--- src/uart_pkg.sv ---
// How it works
// Software sets ninth transmit bit before low byte.
// Transmit empty flag high exactly while buffer empty.
// Data write loads buffer, clears empty flag.
// Empty request stays while enabled and empty.
// Complete flag sets when frame done, buffer empty.
// Complete flag cleared by service or one-write.
// Complete request raised once flag set, enabled.
// Parity bit sent after data, before stop.
// Transmitter disable waits until shifter, buffer empty.
// Receiver enable takes over receive pin.
// Synchronous mode clocks receiver from external clock.
// Shift bits until first stop; ignore second.
// First stop moves frame into receive buffer.
// Unused upper data bits read as zero.
// Software reads ninth bit, status before data.
// Ninth bit, error flags travel per entry.
// Receive flag high while buffer holds data.
// Receiver disable flushes buffer, clears flag.
// Receive request stays while flag set, enabled.
// Software writes zero at empty flag position.
// Buffer moves to shifter when idle or done.
// Low start, LSB first, parity, high stops.
// Two entry buffer; overrun on full, waiting, start.
// Ninth transmit bit captured with low byte.
package uart_pkg;
	// ----------------------------------------------------------------
	// Register map (byte addresses)
	// ----------------------------------------------------------------
	localparam logic [4:0] OFS_DATA = 5'h00;
	localparam logic [4:0] OFS_STATUS = 5'h04;
	localparam logic [4:0] OFS_CONTROL = 5'h08;
	localparam logic [4:0] OFS_FORMAT = 5'h0c;
	localparam logic [4:0] OFS_BAUD = 5'h10;
	// Status bits
	localparam int ST_RXC = 0;
	localparam int ST_TXC = 1;
	localparam int ST_TX_BUF_EMPTY_FLAG = 2;
	localparam int ST_FE = 3;
	localparam int ST_DOR = 4;
	localparam int ST_PE = 5;
	// Control bits
	localparam int CT_RX_ENABLE = 0;
	localparam int CT_TX_ENABLE = 1;
	localparam int CT_RX_COMPLETE_IRQ_ENABLE = 2;
	localparam int CT_TX_COMPLETE_IRQ_ENABLE = 3;
	localparam int CT_TX_EMPTY_IRQ_ENABLE = 4;
	localparam int CT_TXB9 = 5;
	localparam int CT_RXB9 = 6;
	localparam int CT_SYNC = 7;
	// Format fields
	localparam int FM_SIZE_LSB = 0;
	localparam int FM_PAR_ODD = 3;
	localparam int FM_PAR_EN = 4;
	localparam int FM_STOP2 = 5;
	// ----------------------------------------------------------------
	// Reset values and constants
	// ----------------------------------------------------------------
	localparam logic [7:0] CTRL_RESET = 8'h00;
	localparam logic [5:0] FMT_RESET = 6'h03;
	localparam int BAUD_W = 16;
	localparam logic [BAUD_W-1:0] BAUD_RESET = 16'h0000;
	localparam logic [2:0] CHAR9_CODE = 3'h7;
	localparam logic [3:0] CHAR9_BITS = 4'h9;
	localparam logic [3:0] BASE_BITS = 4'h5;
	localparam logic [8:0] FULL_MASK = 9'h1ff;
	localparam logic [3:0] OS_LAST = 4'hf;
	localparam logic [3:0] OS_MID = 4'h7;
	localparam logic [1:0] RXBUF_DEPTH = 2'h2;
	// ----------------------------------------------------------------
	// Types
	// ----------------------------------------------------------------
	typedef struct packed {
		logic ninth;
		logic [7:0] data;
		logic fe;
		logic overrun_flag;
		logic pe;
	} rx_entry_t;
	typedef enum logic [5:0] {
		TX_IDLE = 6'h01,
		TX_START = 6'h02,
		TX_DATA = 6'h04,
		TX_PAR = 6'h08,
		TX_STOP1 = 6'h10,
		TX_STOP2 = 6'h20
	} tx_state_t;
	typedef enum logic [4:0] {
		RX_IDLE = 5'h01,
		RX_START = 5'h02,
		RX_DATA = 5'h04,
		RX_PAR = 5'h08,
		RX_STOP = 5'h10
	} rx_state_t;
endpackage : uart_pkg

--- src/tick_div.sv ---
`timescale 1ns/10ps
// ----------------------------------------------------------------
// Oversample tick divider: one pulse every div_i+1 cycles
// ----------------------------------------------------------------
module tick_div import uart_pkg::*; (
	input wire logic clk_i,
	input wire logic nrst_i,
	input wire logic [BAUD_W-1:0] div_i,
	output logic tick_o
);
	logic [BAUD_W-1:0] cnt_q;

	// Compare with >= so a smaller divisor written mid-count takes effect at once
	always_ff @(posedge clk_i) begin
		if (!nrst_i) begin
			cnt_q <= '0;
			tick_o <= 1'b0;
		end else if (cnt_q >= div_i) begin
			cnt_q <= '0;
			tick_o <= 1'b1;
		end else begin
			cnt_q <= cnt_q + 1'b1;
			tick_o <= 1'b0;
		end
	end
endmodule : tick_div

--- src/uart_core.sv ---
// The placing of the registers and the Avalon-MM slave port were chosen for this implementation.
`timescale 1ns/10ps
module uart_core import uart_pkg::*; (
	input wire logic clk_i,
	input wire logic nrst_i,
	input wire logic [4:0] avs_address_i,
	input wire logic avs_read_i,
	input wire logic avs_write_i,
	input wire logic [31:0] avs_writedata_i,
	input wire logic [3:0] avs_byteenable_i,
	output logic [31:0] avs_readdata_o,
	output logic avs_waitrequest_o,
	input wire logic rxd_i,
	input wire logic xck_i,
	input wire logic tx_complete_irq_ack_i,
	output logic txd_o,
	output logic txd_oe_o,
	output logic rxd_owned_o,
	output logic tx_empty_irq_o,
	output logic tx_complete_irq_o,
	output logic rx_complete_irq_o
);
	// ----------------------------------------------------------------
	// Avalon slave: one wait state per access
	// ----------------------------------------------------------------
	logic ack_q, req, wr_acc, rd_acc;
	logic wsel_data, wsel_status, pop;
	logic [31:0] rdata_q;
	logic [7:0] ctrl_q, st_rd, ctrl_rd;
	logic [5:0] fmt_q;
	logic [BAUD_W-1:0] baud_q;

	assign req = avs_read_i | avs_write_i;
	assign avs_waitrequest_o = req & ~ack_q;
	assign wr_acc = avs_write_i & ack_q;
	assign rd_acc = avs_read_i & ack_q;
	assign wsel_data = wr_acc & (avs_address_i == OFS_DATA) & avs_byteenable_i[0];
	assign wsel_status = wr_acc & (avs_address_i == OFS_STATUS) & avs_byteenable_i[0];
	assign avs_readdata_o = rdata_q;

	// Ack toggles so back-to-back requests still get one wait state each
	always_ff @(posedge clk_i) begin
		if (!nrst_i) ack_q <= 1'b0;
		else ack_q <= req & ~ack_q;
	end

	// Configuration writes, byte lane 0 except the high baud byte
	always_ff @(posedge clk_i) begin
		if (!nrst_i) begin
			ctrl_q <= CTRL_RESET;
			fmt_q <= FMT_RESET;
			baud_q <= BAUD_RESET;
		end else if (wr_acc) begin
			if (avs_address_i == OFS_CONTROL && avs_byteenable_i[0]) ctrl_q <= avs_writedata_i[7:0];
			if (avs_address_i == OFS_FORMAT && avs_byteenable_i[0]) fmt_q <= avs_writedata_i[5:0];
			if (avs_address_i == OFS_BAUD) begin
				if (avs_byteenable_i[0]) baud_q[7:0] <= avs_writedata_i[7:0];
				if (avs_byteenable_i[1]) baud_q[15:8] <= avs_writedata_i[15:8];
			end
		end
	end

	// ----------------------------------------------------------------
	// Pin synchronisers and bit timing
	// ----------------------------------------------------------------
	logic rxd_m_q, rxd_s_q, xck_m_q, xck_s_q, xck_d_q;
	logic os_tick, sync_mode, xck_rise, xck_fall;

	// Idle line is high, so the receive chain resets high
	always_ff @(posedge clk_i) begin
		if (!nrst_i) begin
			rxd_m_q <= 1'b1;
			rxd_s_q <= 1'b1;
			xck_m_q <= 1'b0;
			xck_s_q <= 1'b0;
			xck_d_q <= 1'b0;
		end else begin
			rxd_m_q <= rxd_i;
			rxd_s_q <= rxd_m_q;
			xck_m_q <= xck_i;
			xck_s_q <= xck_m_q;
			xck_d_q <= xck_s_q;
		end
	end

	assign sync_mode = ctrl_q[CT_SYNC];
	assign xck_rise = xck_s_q & ~xck_d_q;
	assign xck_fall = ~xck_s_q & xck_d_q;

	tick_div u_div (
		.clk_i(clk_i),
		.nrst_i(nrst_i),
		.div_i(baud_q),
		.tick_o(os_tick)
	);

	// Character length from the size code; reserved codes fall back to 5..7
	logic [3:0] nbits;
	logic [8:0] data_mask;
	logic par_en, par_odd, stop2;
	assign nbits = (fmt_q[FM_SIZE_LSB +: 3] == CHAR9_CODE) ? CHAR9_BITS :
		BASE_BITS + {2'b00, fmt_q[FM_SIZE_LSB +: 2]};
	assign data_mask = FULL_MASK >> (CHAR9_BITS - nbits);
	assign par_en = fmt_q[FM_PAR_EN];
	assign par_odd = fmt_q[FM_PAR_ODD];
	assign stop2 = fmt_q[FM_STOP2];

	// ----------------------------------------------------------------
	// Transmitter
	// ----------------------------------------------------------------
	tx_state_t tx_st_q;
	logic [8:0] txbuf_q, tsr_q;
	logic txbuf_full_q, tx_active_q, txd_q, tx_par_q, txc_q;
	logic [3:0] tx_cnt_q, tx_bits_q;
	logic tx_bit_en, last_stop, tx_load, txc_clr;

	// Synchronous mode changes data on the falling external edge
	assign tx_bit_en = sync_mode ? xck_fall : (os_tick & (tx_cnt_q == OS_LAST));
	assign last_stop = tx_bit_en & (((tx_st_q == TX_STOP1) & ~stop2) | (tx_st_q == TX_STOP2));
	assign tx_load = tx_active_q & txbuf_full_q & ((tx_st_q == TX_IDLE) | last_stop);

	// Buffer: a new write wins over the transfer in the same cycle
	always_ff @(posedge clk_i) begin
		if (!nrst_i) begin
			txbuf_q <= '0;
			txbuf_full_q <= 1'b0;
		end else if (wsel_data) begin
			txbuf_q <= {ctrl_q[CT_TXB9], avs_writedata_i[7:0]};
			txbuf_full_q <= 1'b1;
		end else if (tx_load) begin
			txbuf_full_q <= 1'b0;
		end
	end

	// Frame sequencer, LSB first, parity between data and stop
	always_ff @(posedge clk_i) begin
		if (!nrst_i) begin
			tx_st_q <= TX_IDLE;
			tsr_q <= '0;
			tx_bits_q <= '0;
			tx_par_q <= 1'b0;
			tx_cnt_q <= '0;
			txd_q <= 1'b1;
		end else if (tx_load) begin
			tsr_q <= txbuf_q & data_mask;
			tx_par_q <= (^(txbuf_q & data_mask)) ^ par_odd;
			tx_bits_q <= '0;
			tx_cnt_q <= '0;
			tx_st_q <= TX_START;
			txd_q <= 1'b0;
		end else begin
			if (os_tick) tx_cnt_q <= tx_cnt_q + 4'h1;
			if (tx_bit_en) begin
				case (tx_st_q)
					TX_START, TX_DATA: begin
						if (tx_bits_q == nbits) begin
							tx_st_q <= par_en ? TX_PAR : TX_STOP1;
							txd_q <= par_en ? tx_par_q : 1'b1;
						end else begin
							tx_st_q <= TX_DATA;
							txd_q <= tsr_q[0];
							tsr_q <= {1'b0, tsr_q[8:1]};
							tx_bits_q <= tx_bits_q + 4'h1;
						end
					end
					TX_PAR: begin
						tx_st_q <= TX_STOP1;
						txd_q <= 1'b1;
					end
					TX_STOP1: tx_st_q <= stop2 ? TX_STOP2 : TX_IDLE;
					TX_STOP2: tx_st_q <= TX_IDLE;
					default: tx_st_q <= TX_IDLE;
				endcase
			end
		end
	end

	// Disable is deferred until nothing is left to send
	always_ff @(posedge clk_i) begin
		if (!nrst_i) tx_active_q <= 1'b0;
		else if (ctrl_q[CT_TX_ENABLE]) tx_active_q <= 1'b1;
		else if (tx_st_q == TX_IDLE && !txbuf_full_q) tx_active_q <= 1'b0;
	end

	// Complete flag: setting beats a clear in the same cycle
	assign txc_clr = tx_complete_irq_ack_i | (wsel_status & avs_writedata_i[ST_TXC]);
	always_ff @(posedge clk_i) begin
		if (!nrst_i) txc_q <= 1'b0;
		else if (last_stop && !txbuf_full_q) txc_q <= 1'b1;
		else if (txc_clr) txc_q <= 1'b0;
	end

	assign txd_o = txd_q;
	assign txd_oe_o = tx_active_q;
	assign tx_empty_irq_o = ctrl_q[CT_TX_EMPTY_IRQ_ENABLE] & ~txbuf_full_q;
	assign tx_complete_irq_o = ctrl_q[CT_TX_COMPLETE_IRQ_ENABLE] & txc_q;

	// ----------------------------------------------------------------
	// Receiver
	// ----------------------------------------------------------------
	rx_state_t rx_st_q;
	rx_entry_t hold_q, head;
	rx_entry_t rxbuf_q [RXBUF_DEPTH];
	logic [8:0] rsr_q, rx_aligned;
	logic [3:0] rx_cnt_q, rx_bits_q;
	logic [1:0] rx_count_q;
	logic rx_en, rx_in, rx_samp, rx_parbit_q, start_seen, frame_done, frame_fe;
	logic hold_v_q, push, rx_full, wr_ptr_q, rd_ptr_q, rx_complete_flag;

	assign rx_en = ctrl_q[CT_RX_ENABLE];
	assign rxd_owned_o = rx_en;
	assign rx_in = rx_en ? rxd_s_q : 1'b1;
	// External clock rising edge samples in synchronous mode
	assign rx_samp = sync_mode ? xck_rise : (os_tick & (rx_cnt_q == OS_LAST));
	assign start_seen = sync_mode ? (rx_st_q == RX_IDLE) & xck_rise & ~rx_in :
		(rx_st_q == RX_START) & os_tick & (rx_cnt_q == OS_MID) & ~rx_in;
	assign frame_done = (rx_st_q == RX_STOP) & rx_samp;
	assign frame_fe = ~rx_in;
	assign rx_aligned = rsr_q >> (CHAR9_BITS - nbits);

	// Start is checked at mid bit; later samples fall at each bit centre
	always_ff @(posedge clk_i) begin
		if (!nrst_i || !rx_en) begin
			rx_st_q <= RX_IDLE;
			rsr_q <= '0;
			rx_bits_q <= '0;
			rx_cnt_q <= '0;
			rx_parbit_q <= 1'b0;
		end else begin
			if (os_tick) rx_cnt_q <= rx_cnt_q + 4'h1;
			case (rx_st_q)
				RX_IDLE: begin
					if (start_seen) begin
						rx_st_q <= RX_DATA;
						rx_bits_q <= '0;
					end else if (!sync_mode && os_tick && !rx_in) begin
						rx_st_q <= RX_START;
						rx_cnt_q <= '0;
					end
				end
				RX_START: begin
					if (start_seen) begin
						rx_st_q <= RX_DATA;
						rx_bits_q <= '0;
						rx_cnt_q <= '0;
					end else if (os_tick && rx_cnt_q == OS_MID) begin
						rx_st_q <= RX_IDLE;
					end
				end
				RX_DATA: if (rx_samp) begin
					rsr_q <= {rx_in, rsr_q[8:1]};
					rx_bits_q <= rx_bits_q + 4'h1;
					if (rx_bits_q + 4'h1 == nbits) rx_st_q <= par_en ? RX_PAR : RX_STOP;
				end
				RX_PAR: if (rx_samp) begin
					rx_parbit_q <= rx_in;
					rx_st_q <= RX_STOP;
				end
				// Back to idle after the first stop; a second stop looks idle
				RX_STOP: if (rx_samp) rx_st_q <= RX_IDLE;
				default: rx_st_q <= RX_IDLE;
			endcase
		end
	end

	// Shift-register holding slot; a frame that finds it occupied while the buffer is full is lost
	assign rx_full = (rx_count_q == RXBUF_DEPTH);
	assign push = hold_v_q & ~rx_full;
	always_ff @(posedge clk_i) begin
		if (!nrst_i || !rx_en) begin
			hold_v_q <= 1'b0;
			hold_q <= '0;
		end else if (frame_done && (!hold_v_q || push)) begin
			hold_q.ninth <= rx_aligned[8];
			hold_q.data <= rx_aligned[7:0];
			hold_q.fe <= frame_fe;
			hold_q.overrun_flag <= 1'b0;
			hold_q.pe <= par_en & ((^rx_aligned) ^ par_odd ^ rx_parbit_q);
			hold_v_q <= 1'b1;
		end else if (push) begin
			hold_v_q <= 1'b0;
		end else if (start_seen && hold_v_q && rx_full) begin
			hold_q.overrun_flag <= 1'b1;
		end
	end

	// Two-entry receive buffer; flushed whenever the receiver is off
	assign pop = rd_acc & (avs_address_i == OFS_DATA) & rx_complete_flag;
	always_ff @(posedge clk_i) begin
		if (!nrst_i || !rx_en) begin
			wr_ptr_q <= 1'b0;
			rd_ptr_q <= 1'b0;
			rx_count_q <= '0;
		end else begin
			if (push) wr_ptr_q <= ~wr_ptr_q;
			if (pop) rd_ptr_q <= ~rd_ptr_q;
			rx_count_q <= rx_count_q + {1'b0, push} - {1'b0, pop};
		end
	end

	// Storage needs no reset: the count tells which entries are live
	always_ff @(posedge clk_i) begin
		if (push) rxbuf_q[wr_ptr_q] <= hold_q;
	end

	assign rx_complete_flag = (rx_count_q != 2'h0);
	assign head = rx_complete_flag ? rxbuf_q[rd_ptr_q] : '0;
	assign rx_complete_irq_o = ctrl_q[CT_RX_COMPLETE_IRQ_ENABLE] & rx_complete_flag;

	// ----------------------------------------------------------------
	// Read data, captured in the wait cycle
	// ----------------------------------------------------------------
	always_comb begin
		st_rd = 8'h00;
		st_rd[ST_RXC] = rx_complete_flag;
		st_rd[ST_TXC] = txc_q;
		st_rd[ST_TX_BUF_EMPTY_FLAG] = ~txbuf_full_q;
		st_rd[ST_FE] = head.fe;
		st_rd[ST_DOR] = head.overrun_flag;
		st_rd[ST_PE] = head.pe;
		ctrl_rd = ctrl_q;
		ctrl_rd[CT_RXB9] = head.ninth;
	end

	// Status writes touch only the complete flag; other bits are ignored
	always_ff @(posedge clk_i) begin
		if (!nrst_i) rdata_q <= '0;
		else if (avs_read_i && !ack_q) begin
			case (avs_address_i)
				OFS_DATA: rdata_q <= {24'h000000, head.data};
				OFS_STATUS: rdata_q <= {24'h000000, st_rd};
				OFS_CONTROL: rdata_q <= {24'h000000, ctrl_rd};
				OFS_FORMAT: rdata_q <= {26'h0000000, fmt_q};
				OFS_BAUD: rdata_q <= {16'h0000, baud_q};
				default: rdata_q <= '0;
			endcase
		end
	end

	// ----------------------------------------------------------------
	// Assertions
	// ----------------------------------------------------------------
	data_write_a: assert property (@(posedge clk_i) disable iff (!nrst_i)
		wsel_data |=> txbuf_full_q && !st_rd[ST_TX_BUF_EMPTY_FLAG]) else $error("data write did not fill buffer");
	tx_load_a: assert property (@(posedge clk_i) disable iff (!nrst_i)
		(tx_st_q == TX_IDLE && tx_active_q && txbuf_full_q && !wsel_data)
		|=> (tx_st_q == TX_START && !txbuf_full_q && !txd_q)) else $error("idle shifter not loaded");
	txc_set_a: assert property (@(posedge clk_i) disable iff (!nrst_i)
		(last_stop && !txbuf_full_q) |=> txc_q ##1 txc_q || $past(txc_clr))
		else $error("complete flag not set");
	txc_clear_a: assert property (@(posedge clk_i) disable iff (!nrst_i)
		(txc_clr && !(last_stop && !txbuf_full_q)) |=> !txc_q) else $error("complete flag not cleared");
	txc_irq_a: assert property (@(posedge clk_i) disable iff (!nrst_i)
		($rose(txc_q) && ctrl_q[CT_TX_COMPLETE_IRQ_ENABLE]) |-> tx_complete_irq_o) else $error("no complete request");
	tx_buf_empty_flag_irq_a: assert property (@(posedge clk_i) disable iff (!nrst_i)
		tx_empty_irq_o == (ctrl_q[CT_TX_EMPTY_IRQ_ENABLE] && st_rd[ST_TX_BUF_EMPTY_FLAG])) else $error("no empty request");
	tx_disable_a: assert property (@(posedge clk_i) disable iff (!nrst_i)
		$fell(txd_oe_o) |-> ($past(tx_st_q) == TX_IDLE && !$past(txbuf_full_q)))
		else $error("transmitter released while busy");
	parity_slot_a: assert property (@(posedge clk_i) disable iff (!nrst_i)
		(tx_st_q == TX_PAR) |-> (txd_q == tx_par_q && par_en)) else $error("wrong parity slot");
	stop_high_a: assert property (@(posedge clk_i) disable iff (!nrst_i)
		(tx_st_q == TX_STOP1 || tx_st_q == TX_STOP2) |-> txd_q) else $error("stop bit not high");
	rx_flush_a: assert property (@(posedge clk_i) disable iff (!nrst_i)
		!rx_en |=> (!rx_complete_flag && !rx_complete_irq_o)) else $error("buffer not flushed");
	rx_push_a: assert property (@(posedge clk_i) disable iff (!nrst_i)
		(rx_en && frame_done && !hold_v_q && !rx_full && !pop) |=> ##1 rx_complete_flag)
		else $error("frame not buffered");
	rx_pop_a: assert property (@(posedge clk_i) disable iff (!nrst_i)
		(pop && rx_count_q == 2'h1 && !push && rx_en) |=> !rx_complete_flag) else $error("pop left flag set");
endmodule : uart_core

--- config.mk ---
export PLATFORM = sky130hd
export DESIGN_NAME = uart_core
export DESIGN_NICKNAME = d
export VERILOG_FILES = /design/src/uart_pkg.sv /design/src/tick_div.sv /design/src/uart_core.sv
export SDC_FILE = /design/constraint.sdc
export NUM_CORES = 1
export LEC_CHECK = 0
export BUFFER_PORTS_ARGS = -buffer_cell sky130_fd_sc_hd__buf_2
export CORE_MARGIN = 3
export CORE_UTILIZATION = 45
export CTS_CLUSTER_DIAMETER = 80
export DETAILED_ROUTE_END_ITERATION = 8
export PLACE_DENSITY_LB_ADDON = 0.3
export SLEW_MARGIN = 20
export SYNTH_ARGS = -nofsm -noshare
export SYNTH_HDL_FRONTEND = slang
export SYNTH_SLANG_ARGS = --single-unit
export TNS_END_PERCENT = 30
--- constraint.sdc ---
create_clock -name clk_i -period 2.6 [get_ports clk_i]
set_input_delay 0.13 -clock clk_i [delete_from_list [all_inputs] [get_ports clk_i]]
set_output_delay 0.13 -clock clk_i [all_outputs]
set_load 0.01 [all_outputs]
=== Word-level counts from Yosys, hierarchy flattened ===
Memory sizes are Yosys's and may differ from the RTL's. A register that Yosys moved wholly into a read port is not among the register bits.
Cells that the tools add are included.

* Bits in registers: 162
* RAM bits: 24
* Input port bits: 48
* Memories: 1

{| class="wikitable"
|+ Memories
! name !! depth !! bits a word !! read ports !! clocked after memory_dff !! write ports !! line !! source
|-
| rxbuf_q || 2 || 12 || 1 || 1 || 1 || uart_core.sv:203 || <nowiki>rx_entry_t rxbuf_q [RXBUF_DEPTH];</nowiki>
|}

* Add/sub/neg operators: 9
* $lt $le $gt $ge: 1
* Equal/unequal tests: 30
* Shift-type cells: 2
* Mux-type cells: 53
* Bitwise logic cells: 49
* Reduce and logical (&&, ||, !) cells: 49

{| class="wikitable"
|+ Operator list
! operator !! number
|-
| 16-bit one-hot mux with 5 select lines || 1
|-
| 5-bit two-way mux || 11
|-
| 9-bit two-way mux || 4
|-
| 1-bit AND || 29
|-
| 4-bit two-way mux || 7
|-
| 5-bit one-hot mux with 5 select lines || 1
|-
| 1-bit two-way mux || 21
|-
| 6-bit one-hot mux with 3 select lines || 1
|-
| 9-bit parity || 2
|-
| 16-bit by 1-bit adder with 16-bit output (second input constant) || 1
|-
| 4-bit by 1-bit adder with 4-bit output (second input constant) || 4
|-
| 16-bit >= comparator || 1
|-
| 4-bit one-hot mux with 2 select lines || 2
|-
| 2-bit nonzero test || 8
|-
| 5-bit by 4-bit == test with 1-bit output (second input constant) || 3
|-
| 3-bit AND reduction || 5
|-
| 12-bit two-way mux || 1
|-
| 1-bit inverter || 12
|-
| 2-bit AND reduction || 6
|-
| 1-bit logical AND || 11
|-
| 5-bit by 3-bit == test with 1-bit output (second input constant) || 2
|-
| 5-bit == test (second input constant) || 2
|-
| 2-bit inequality test (second input constant) || 5
|-
| 2-bit OR reduction || 5
|-
| 32 further kinds || 48
|}

=== Depth between registers and ports, before layout ===
Gate-level depths: netlist of run 1.

* Word-level depth: 8
* Gate-level depth with buffers: 11
* Depth with buffers taken out: 10

=== By module ===
From an unflattened synthesis of run 1, not the netlist that was laid out.

* Cells, all modules: 943
* Area total of the unflattened synthesis: 8,251.7 um2

{| class="wikitable"
|+ By module, submodules not included
! module !! times used !! cells each !! area an instance (um2)
|-
| uart_core || 1 || 815 || 7,180.6
|-
| tick_div || 1 || 128 || 1,071.0
|}

=== Worst setup path after synthesis of run 1 ===
No wires, ideal clock.

* Path kind: register to register
* From: register fmt_q[0]
* To: register hold_q[0] (netlist bit)
* Arrival time: 2,286 ps
* Required time: 2,483 ps
* Path slack: 197 ps
* Cell stages (with the launch flop): 12
* Path buffers: 1
* Cells stage by stage: dfxtp_1 -> inv_1 -> ha_1 -> buf_2 -> mux2_2 -> nor2_1 -> a211oi_1 -> o21ai_1 -> xnor2_1 -> xnor2_1 -> xnor2_1 -> a32o_1

* Longest elaborated chain between the ends: 8

{| class="wikitable"
|+ Ends and longest elaborated chain
! what !! line !! source
|-
| from (decl) || uart_core.sv:30 || <nowiki>logic [5:0] fmt_q;</nowiki>
|-
| from (signal assigned) || uart_core.sv:55 || <nowiki>if (avs_address_i == OFS_FORMAT && avs_byteenable_i[0]) fmt_q <= avs_writedata_i[5:0];</nowiki>
|-
| 3-bit by 2-bit adder with 4-bit output / 3-bit == test (equally long branches) || uart_core.sv:102, uart_core.sv:101 ||
|-
| 4-bit two-way mux (*) || uart_core.sv:101 || <nowiki>assign nbits = (fmt_q[FM_SIZE_LSB +: 3] == CHAR9_CODE) ? CHAR9_BITS :</nowiki>
|-
| 4-bit subtractor (*) || uart_core.sv:219 || <nowiki>assign rx_aligned = rsr_q >> (CHAR9_BITS - nbits);</nowiki>
|-
| 9-bit by 4-bit >> shifter with 9-bit output (*) || uart_core.sv:219 ||
|-
| 9-bit parity (*) || uart_core.sv:278 || <nowiki>hold_q.pe <= par_en & ((^rx_aligned) ^ par_odd ^ rx_parbit_q);</nowiki>
|-
| 1-bit XOR (*) (2 in series) || uart_core.sv:278 ||
|-
| 1-bit AND (*) || uart_core.sv:278 ||
|-
| to (decl) || uart_core.sv:202 || <nowiki>rx_entry_t hold_q, head;</nowiki>
|}

Mark *: on every way between the ends. The rest lies on a longest branch, timed or not.
A chain may end at the register's enable or synchronous reset.

=== Final worst setup path of run 1 ===
Ends and elaborated chain as after synthesis.

==> results of run 1 <==
[synthesized netlist by cell type (3+ instances only)]
| cell | instances |
|---|---|
| nor3_1 | 11 |
| inv_1 | 26 |
| mux2_2 | 7 |
| o21ai_0 | 29 |
| a221oi_1 | 3 |
| nor2_1 | 134 |
| o22ai_1 | 3 |
| clkbuf_1 | 32 |
| a32oi_1 | 3 |
| buf_1 | 4 |
| a21o_1 | 6 |
| a31oi_1 | 8 |
| buf_2 | 6 |
| nand3b_1 | 12 |
| edfxtp_1 | 24 |
| nand4_1 | 8 |
| buf_4 | 17 |
| a211oi_1 | 4 |
| nor4_1 | 6 |
| nand2_1 | 93 |
| a21oi_1 | 70 |
| o211ai_1 | 3 |
| nand3_1 | 24 |
| xor2_1 | 23 |
| and3_1 | 9 |
| and2_1 | 8 |
| ha_1 | 27 |
| nand2b_1 | 12 |
| mux2i_1 | 63 |
| dfxtp_1 | 146 |
| xnor2_1 | 23 |
| or3_1 | 6 |
| a22oi_1 | 4 |
| o21ai_1 | 6 |
| nor2b_1 | 11 |
| a22o_1 | 7 |
[power groups by stage]
stage | clock network [mW] | logic (mW) | registers (mW)
finish | 2.51 | 0.159 | 2.67
global route | 2.67 | 0.173 | 2.67
CTS | 2.56 | 0.157 | 2.67
detailed placement | 0 | 0.141 | 2.73
global placement | 0 | 0.141 | 2.73
floorplan | 0 | 0.0967 | 2.73
[per-layer routing]
layer  track usage  part of all wire  vias to the layer above
li1              -                 -                     3357
met1         0.273              0.48                     3123
met2         0.311              0.46                      193
met3        0.0458             0.051                       14
met4        0.0413             0.010                        0
met5             0                 0                        -
[registers in the layout, indices dropped and copies added, names as in the netlist, 2 cells and up, named ones only]
| name | cells |
|---|---|
| rxbuf_q | 24 |
| avs_readdata_o | 16 |
| baud_q | 16 |
| u_div.cnt_q | 16 |
| hold_q | 12 |
| rsr_q | 9 |
| tsr_q | 9 |
| txbuf_q | 9 |
| ctrl_q | 7 |
| fmt_q | 6 |
| tx_st_q | 6 |
| rx_st_q | 5 |
| rx_bits_q | 4 |
| rx_cnt_q | 4 |
| tx_bits_q | 4 |
| tx_cnt_q | 4 |
| rx_count_q | 2 |
[kinds of logic after synthesis]
family                     count (synthesis)  share of synthesized area
buffers and inverters                     87                     0.0493
other                                      1                   0.000456
xor gates and xnor gates                  47                     0.0509
muxes                                     72                     0.0908
AOI/OAI and AO/OA                        167                      0.125
DFF                                      170                      0.443
and+or+nand+nor                          351                      0.200
adders and majority gates                 27                     0.0411
[tightest hold or removal path, stage by stage]
cell and delay (ns):
buf_2 0.13, mux2i_1 0.07, nor2_1 0.07
[timing repair]
item,in CTS,in global routing
gates resized for setup,0,10
endpoints found under the setup margin,0,4
hold buffers,13,0
buffers inserted,0,2
endpoints found under the hold margin,16,0
[per-stage QoR]
| stage | power (mW) | TNS (ns) |
|---|---|---|
| 2_1_floorplan | 2.83 | 0 |
| 3_3_place_gp | 2.87 | 0 |
| 3_5_place_dp | 2.87 | 0 |
| 4_1_cts | 5.39 | 0 |
| 5_1_grt | 5.52 | -0.0145 |
| 6_report | 5.35 | 0 |
[cell type report]
class,count,area (um^2),area share
clock inverters,15,159,0.0165
flip-flops and latches,170,3650,0.379
well taps,225,282,0.0293
repair buffers,109,743,0.0772
inverters,27,101,0.0105
clock buffers,17,425,0.0442
multi-input cells,680,4270,0.443
[path summary, 6_finish.rpt]
path	start	to	slack, ns	cells past startpoint
worst max register to register	fmt_q[0]$_SDFFE_PN1P_	hold_q[0]$_SDFFE_PP0P_	0.16	11
worst min-delay path	avs_writedata_i[5]	baud_q[5]$_SDFFE_PN0P_	0.01	3
worst min register to register	rxd_m_q$_SDFF_PN1_	rxd_s_q$_SDFF_PN1_	0.42	1
worst max-delay path	fmt_q[0]$_SDFFE_PN1P_	hold_q[0]$_SDFFE_PP0P_	0.16	11
==> flow_summary.toml, run 1 <==
[placement]
dp_hpwl_um = 13900
dp.cells = 1195
place.gp.congestion = 0.864
port_buffers = 52
pre_cts_ws_ns = 0.0232
dpl_cell_area_mm2 = 0.00885

[pwr]
swShare = 0.237
p_per_area_mw_per_mm2 = 556
seqPwrFrac = 0.500
power.share.clock = 0.470
power_switching_mw = 1.27
p_int_mw = 4.08
pwr-share-comb = 0.030
ir_worst_vdd_v = 0.000470
p_leak_nw = 3.72

[cells_and_area]
fillers = 1595
stdcell_count = 1243
area_growth_pct = 17.0
fin_util = 0.547
final_common_cell = "dfxtp_1"
final_cell_mix = "dfxtp_1 (144), nor2_1 (134), nand2_1 (93)"
drive_above_1_share = 0.150
diodes = 0
final_nets = 1080
finalInstanceArea_mm2 = 0.00962

[timing]
max-slew-margin-rel = 0.491
worst_pin_slew_ns = 0.761
final_hold_viol_count = 0
fin_ws_ns = 0.158
max_freq_ghz = 0.409
fin_crit_sh = 0.939
setup_viol = 0
worst_hold_slack_ns = 0.0121
clock_skew_ns = 0.00980
slew_viol_final = 0
post-route-min-period_ns = 2.44

[synthesis]
synth_area_leader_cell = "dfxtp_1"
synth_edf_count = 24
syn_inst = 922
synth_warnings = 0
ys_async_sr_fraction = 0
synth.distinct_cells = 71
ys_seq_area_frac = 0.443
synth_ff_type = "dfxtp_1"
synth.top_cell.area_share = 0.355
ys_top_cells_by_area = "dfxtp_1 (36%), edfxtp_1 (8.8%), mux2i_1 (7.7%), nor2_1 (6.1%), a21oi_1 (4.3%)"
syn_area_per_cell_um2 = 8.92
syn-cell-area_mm2 = 0.00823
ys_seq_elements = 170

[floorplanning]
floorplan.rows = 48
die_width_um = 141
start_util = 0.468
core_mm2 = 0.0176
die_area_mm2 = 0.0199
dieHeight_um = 141
ios = 87

[setup_path]
end_kind = "flip-flop"
crit_required_ns = 2.92
critPathKind = "reg2reg"
cp_max_fo = 13
path_delay_family = "XOR/XNOR gates"
cpMostUsedCell = "xnor2_1"
crit_chain = "ha_2 > buf_12 > xnor2_1 > buf_4 > nand2_1 > buf_4 > a31oi_1 > xnor2_1 > xnor2_1 > xnor2_1 > a32o_1"
crit_slowest_cell = "dfxtp_2"
critPathMaxStageDelay_ns = 0.35
cp_num_buf_inv = 3
setup.worst_path.start_class = "flip-flop"
arrival_ns = 2.76

[drt]
wl_per_cell_um = 15.9
drc_errors = 0
ant_nets = 0
dr_total_vias = 6687
drt_iter0_drc = 526
drt_wl_total_um = 19700
vias_per_cell = 5.38
firstDrtPassIters = 5

[outcome]
status = "finished, final reports clean"

[global_routing]
antenna_found_initial = 0
grt_usage = 0.196
grt_pass1_wl_um = 31400
grt_pass1_vias = 6080
grt_max_degree = 38
grt-ovfl-total = 0

[clock_network]
path_clk_slew_ns = 0.07
clk_path_buf_depth = 2
clockRootBuffer = "clkbuf_16"
cts_sinks = 170
clock_latency_ns = 0.43
cts_max_level = 4
cts_tree = "built"
numCtsBuffers = 17

[job]
drv_cap = 0

[worst_hold_path]
hp-class = "in2reg"
Power figures use the tool's default switching activity.
==> run 2: changes to the inputs <==
--- a/config.mk
+++ b/config.mk
@@ -7,7 +7,7 @@
 export LEC_CHECK = 0
 export BUFFER_PORTS_ARGS = -buffer_cell sky130_fd_sc_hd__buf_2
 export CORE_MARGIN = 3
-export CORE_UTILIZATION = 45
+export CORE_UTILIZATION = 24
 export CTS_CLUSTER_DIAMETER = 80
 export DETAILED_ROUTE_END_ITERATION = 8
 export PLACE_DENSITY_LB_ADDON = 0.3
==> flow_summary.toml, run 2 (synthesis results as in run 1) <==
[clock_network]
clk_path_buf_depth = 2
path_clk_slew_ns = 0.07
cts_tree = "built"
numCtsBuffers = 17
clock_latency_ns = 0.44
cts_max_level = 4
clockRootBuffer = "clkbuf_16"
cts_sinks = 170

[drt]
firstDrtPassIters = 6
drc_errors = 0
vias_per_cell = 4.51
dr_total_vias = 6623
drt_iter0_drc = 475
ant_nets = 0
drt_wl_total_um = 21500
wl_per_cell_um = 14.6

[cells_and_area]
fin_util = 0.297
final_common_cell = "dfxtp_1"
largest_reg_flops = 24
final_cell_mix = "dfxtp_1 (145), nor2_1 (134), nand2_1 (93)"
diodes = 0
drive_above_1_share = 0.153
area_growth_pct = 21.6
stdcell_count = 1469
registers.top_by_ff_count = "rxbuf_q"
fillers = 3598
final_nets = 1083

[placement]
place.gp.congestion = 0.830
dp_hpwl_um = 15600
port_buffers = 52
dp.cells = 1422

[timing]
grt_setup_unrepaired = "true"
post-route-min-period_ns = 2.48
finalSetupTns_ns = 0
setup_viol = 0
slew_viol_final = 0
fin_crit_sh = 0.954
clock_skew_ns = 0.00823
max-slew-margin-rel = 0.508
final_hold_viol_count = 0
max_freq_ghz = 0.403
worst_pin_slew_ns = 0.736

[setup_path]
critPathKind = "reg2reg"
crit_chain = "ha_1 > a21boi_2 > buf_12 > mux2_4 > o21ai_1 > o221ai_4 > xnor2_2 > xnor2_1 > xnor2_1 > a32o_1"
cpMostUsedCell = "xnor2_1"
crit_slowest_cell = "dfxtp_1"
cp_max_fo = 14
setup.worst_path.start_class = "flip-flop"
end_kind = "flip-flop"
path_delay_family = "compound AO/OA/AOI/OAI gates"
critPathMaxStageDelay_ns = 0.34
arrival_ns = 2.81
cp_num_buf_inv = 1
crit_required_ns = 2.93

[floorplanning]
floorplan.rows = 67
start_util = 0.244
die_area_mm2 = 0.0365
die_width_um = 191
dieHeight_um = 191
core_mm2 = 0.0337
ios = 87

[pwr]
p_leak_nw = 3.77
ir_worst_vdd_v = 0.000461
p_per_area_mw_per_mm2 = 545

[global_routing]
antenna_found_initial = 0
grt_pass1_vias = 6348
grt_usage = 0.120
grt_max_degree = 36
grt-ovfl-total = 0
grt_pass1_wl_um = 34700

[outcome]
status = "finished, final reports clean"

[job]
drv_cap = 0

[worst_hold_path]
hp-class = "in2reg"
[run 2: cell type report]
class | count | area (um^2) | share of cell area
Multi-Input combinational cell | 680 | 4310 | 0.431
Sequential cell | 170 | 3640 | 0.364
Timing Repair Buffer | 112 | 786 | 0.0786
Tap cell | 448 | 561 | 0.0560
Clock buffer | 17 | 425 | 0.0425
Clock inverter | 15 | 178 | 0.0178
Inverter | 27 | 101 | 0.0101
[run 2: where the power goes]
part / total, mW / leakage, nW / switching [mW] / internal (mW)
logic: 0.166 / 2.13 / 0.102 / 0.0633
clock network: 2.61 / 0.293 / 1.24 / 1.38
registers: 2.67 / 1.34 / 0.00972 / 2.66
[run 2: what timing repair did]
item                                    4_1_cts  5_1_grt
resized for setup                             0       10
setup buffers                                 0        0
endpoints found under the setup margin        0        7
endpoints found under the hold margin        24        0
hold buffers                                 15        0
[run 2: per-layer routing]
metal / GRT usage / wire [um] / part of all wire
met1: 0.169 / 10800 / 0.50
met4: 0.0291 / 176 / 0.0082
met5: 0 / 0 / 0
met3: 0.0286 / 1080 / 0.050
met2: 0.185 / 9430 / 0.44
[run 2: stage by stage]
| step | cell area [um^2] | hold WS [ns] | setup slack [ns] | power (mW) |
|---|---|---|---|---|
| after global routing | 10000 | 0.0178 | -0.0691 | 5.66 |
| after CTS | 9940 | 0.00203 | 0.0235 | 5.52 |
| after floorplan | 8280 | 0.231 | 0.197 | 2.83 |
| after detailed placement | 9190 | 0.323 | 0.0298 | 2.88 |
| final | 10000 | 0.0125 | 0.119 | 5.45 |
| after global placement | 9190 | 0.318 | 0.0881 | 2.88 |
[run 2: worst reg2reg max path, stage by stage (launching register included)]
cell	delay, ns
dfxtp_1	0.34
ha_1	0.25
a21boi_2	0.21
buf_12	0.17
mux2_4	0.31
o21ai_1	0.24
o221ai_4	0.17
xnor2_2	0.16
xnor2_1	0.14
xnor2_1	0.13
a32o_1	0.25
[run 2: final timing paths]
check	slack, ns	to	cells after the start	start
worst max-delay path	0.12	hold_q[0]$_SDFFE_PP0P_	10	fmt_q[0]$_SDFFE_PN1P_
worst min-delay path	0.01	txbuf_q[7]$_SDFFE_PN0P_	3	avs_writedata_i[7]
worst max register to register	0.12	hold_q[0]$_SDFFE_PP0P_	10	fmt_q[0]$_SDFFE_PN1P_
worst min register to register	0.41	rxd_s_q$_SDFF_PN1_	1	rxd_m_q$_SDFF_PN1_
==> run 3: changes to the inputs <==
--- a/config.mk
+++ b/config.mk
@@ -7,7 +7,7 @@
 export LEC_CHECK = 0
 export BUFFER_PORTS_ARGS = -buffer_cell sky130_fd_sc_hd__buf_2
 export CORE_MARGIN = 3
-export CORE_UTILIZATION = 24
+export CORE_UTILIZATION = 53
 export CTS_CLUSTER_DIAMETER = 80
 export DETAILED_ROUTE_END_ITERATION = 8
 export PLACE_DENSITY_LB_ADDON = 0.3
==> flow_summary.toml, run 3 (synthesis results as in run 1) <==
[outcome]
status = "finished, final reports clean"

[setup_path]
r2r_start = "fmt_q[0]$_SDFFE_PN1P_"
rrSetupSlack_ns = 0.14
rr_worst_depth = 9
critPathKind = "reg2reg"
crit_start = "fmt_q[0]$_SDFFE_PN1P_"
cp_max_fo = 11
end_kind = "flip-flop"
crit_required_ns = 2.91
cp-endpoint = "hold_q[0]$_SDFFE_PP0P_"
setup.worst_path.start_class = "flip-flop"
reg2reg_to = "hold_q[0]$_SDFFE_PP0P_"
arrival_ns = 2.77

[clock_network]
cts_sinks = 170
numCtsBuffers = 17
path_clk_slew_ns = 0.07
clock_latency_ns = 0.43
clk_path_buf_depth = 2
cts_max_level = 4
clockRootBuffer = "clkbuf_16"
cts_tree = "built"

[cells_and_area]
area_growth_pct = 16.5
registers.top_by_ff_count = "rxbuf_q"
largest_reg_flops = 24
finalInstanceArea_mm2 = 0.00958
final_nets = 1076
diodes = 0
final_cell_mix = "dfxtp_1 (143), nor2_1 (134), nand2_1 (93)"
drive_above_1_share = 0.153
final_common_cell = "dfxtp_1"
fillers = 1254

[timing]
grt_setup_unrepaired = "true"
worst_pin_slew_ns = 0.694
max-slew-margin-rel = 0.536
clock_skew_ns = 0.00825
max_freq_ghz = 0.407
setup_viol = 0
slew_viol_final = 0
final_hold_viol_count = 0
fin_ws_ns = 0.140
post-route-min-period_ns = 2.46
fin_crit_sh = 0.946

[worst_hold_path]
holdPathStages = 3
hp-class = "in2reg"

[placement]
pre_cts_ws_ns = 0.0598
dp_hpwl_um = 13400
dpl_cell_area_mm2 = 0.00876
place.gp.congestion = 0.863
port_buffers = 52

[global_routing]
antenna_found_initial = 0
grt_max_degree = 68
grt_pass1_vias = 6120
grt_pass1_wl_um = 30100
grt-ovfl-total = 0
grt_usage = 0.224

[floorplanning]
die_area_mm2 = 0.0171
core_mm2 = 0.0149
start_util = 0.554
floorplan.rows = 44
ios = 87
die_width_um = 131
dieHeight_um = 131

[drt]
wl_per_cell_um = 15.6
ant_nets = 0
dr_total_vias = 6661
drt_wl_total_um = 18700
firstDrtPassIters = 7
drc_errors = 0
drt_iter0_drc = 523
vias_per_cell = 5.56

[pwr]
power.share.clock = 0.468
p_int_mw = 4.16
p_per_area_mw_per_mm2 = 555
ir_worst_vdd_v = 0.000427
pwr-share-comb = 0.029
seqPwrFrac = 0.503
p_leak_nw = 3.70
swShare = 0.218
power_switching_mw = 1.16

[job]
drv_cap = 0
[run 3: changes by cell type in the layout (fill, tap and decap cells not counted), moves of 2 or more]
cell,before,now
clkbuf_8,0,2
dlygate4sd3_1,15,12
buf_4,42,40
inv_8,3,0
buf_12,3,0
inv_6,5,3
clkinv_4,1,3
clkinvlp_4,1,3
clkinv_8,3,0
dfxtp_1,145,143
dfxtp_2,1,3
[run 3: how the worst min path moves through the flow]
stage,to,start,slack (ns)
6_report,baud_q[5]$_SDFFE_PN0P_,avs_writedata_i[5],0.01
5_1_grt,baud_q[5]$_SDFFE_PN0P_,avs_writedata_i[5],0.007
4_1_cts,baud_q[5]$_SDFFE_PN0P_,avs_writedata_i[5],0.004
3_5_place_dp,rxd_m_q$_SDFF_PN1_,rxd_i,0.32
3_3_place_gp,rxd_m_q$_SDFF_PN1_,rxd_i,0.31
2_1_floorplan,rxd_m_q$_SDFF_PN1_,rxd_i,0.23
[run 3: per-stage QoR]
| stage | util | cells | hold slack, ns | power, mW | TNS [ns] |
|---|---|---|---|---|---|
| after floorplan | - | 937 | 0.231 | 2.83 | 0 |
| after global placement | 0.590 | 1152 | 0.311 | 2.87 | 0 |
| after detailed placement | 0.590 | 1152 | 0.315 | 2.87 | 0 |
| after CTS | 0.637 | 1196 | 0.00446 | 5.37 | 0 |
| after global routing | 0.645 | 1198 | 0.00706 | 5.50 | -0.0302 |
| final | 0.645 | 1198 | 0.0109 | 5.32 | 0 |
[run 3: area by class of cell]
type                       instances  area (um^2)  area share
tap                              184          230      0.0240
sequential                       170         3650       0.381
inverter                          27          101      0.0106
clock buffer                      21          482      0.0503
clock inverter                    11          110      0.0115
multi-input combinational        680         4320       0.451
timing repair buffer             105          692      0.0722
[run 3: worst max-delay path: stages (launching register included)]
cell and delay (ns):
dfxtp_2 0.34, ha_1 0.24, a21boi_2 0.18, buf_6 0.18, mux4_2 0.54, o221ai_2 0.21, xnor2_1 0.16, xnor2_1 0.15
xnor2_1 0.10, a32o_1 0.26
[run 3: routing by layer]
layer / wire length, um / GRT usage
met2: 8600 / 0.363
met5: 0 / 0
met3: 1210 / 0.0533
met1: 8660 / 0.305
met4: 219 / 0.0520
[run 3: power by group through the flow]
stage | clock, mW | sequential [mW] | combinational, mW
5_1_grt | 2.65 | 2.67 | 0.172
3_3_place_gp | 0 | 2.73 | 0.138
4_1_cts | 2.55 | 2.67 | 0.153
3_5_place_dp | 0 | 2.73 | 0.138
2_1_floorplan | 0 | 2.73 | 0.0967
6_report | 2.49 | 2.67 | 0.157
[run 3: what timing repair did]
item	4_1_cts	5_1_grt
setup buffers	0	2
resized for setup	0	19
hold buffers	12	0
setup endpoints to repair	0	11
endpoints found under the hold margin	13	0
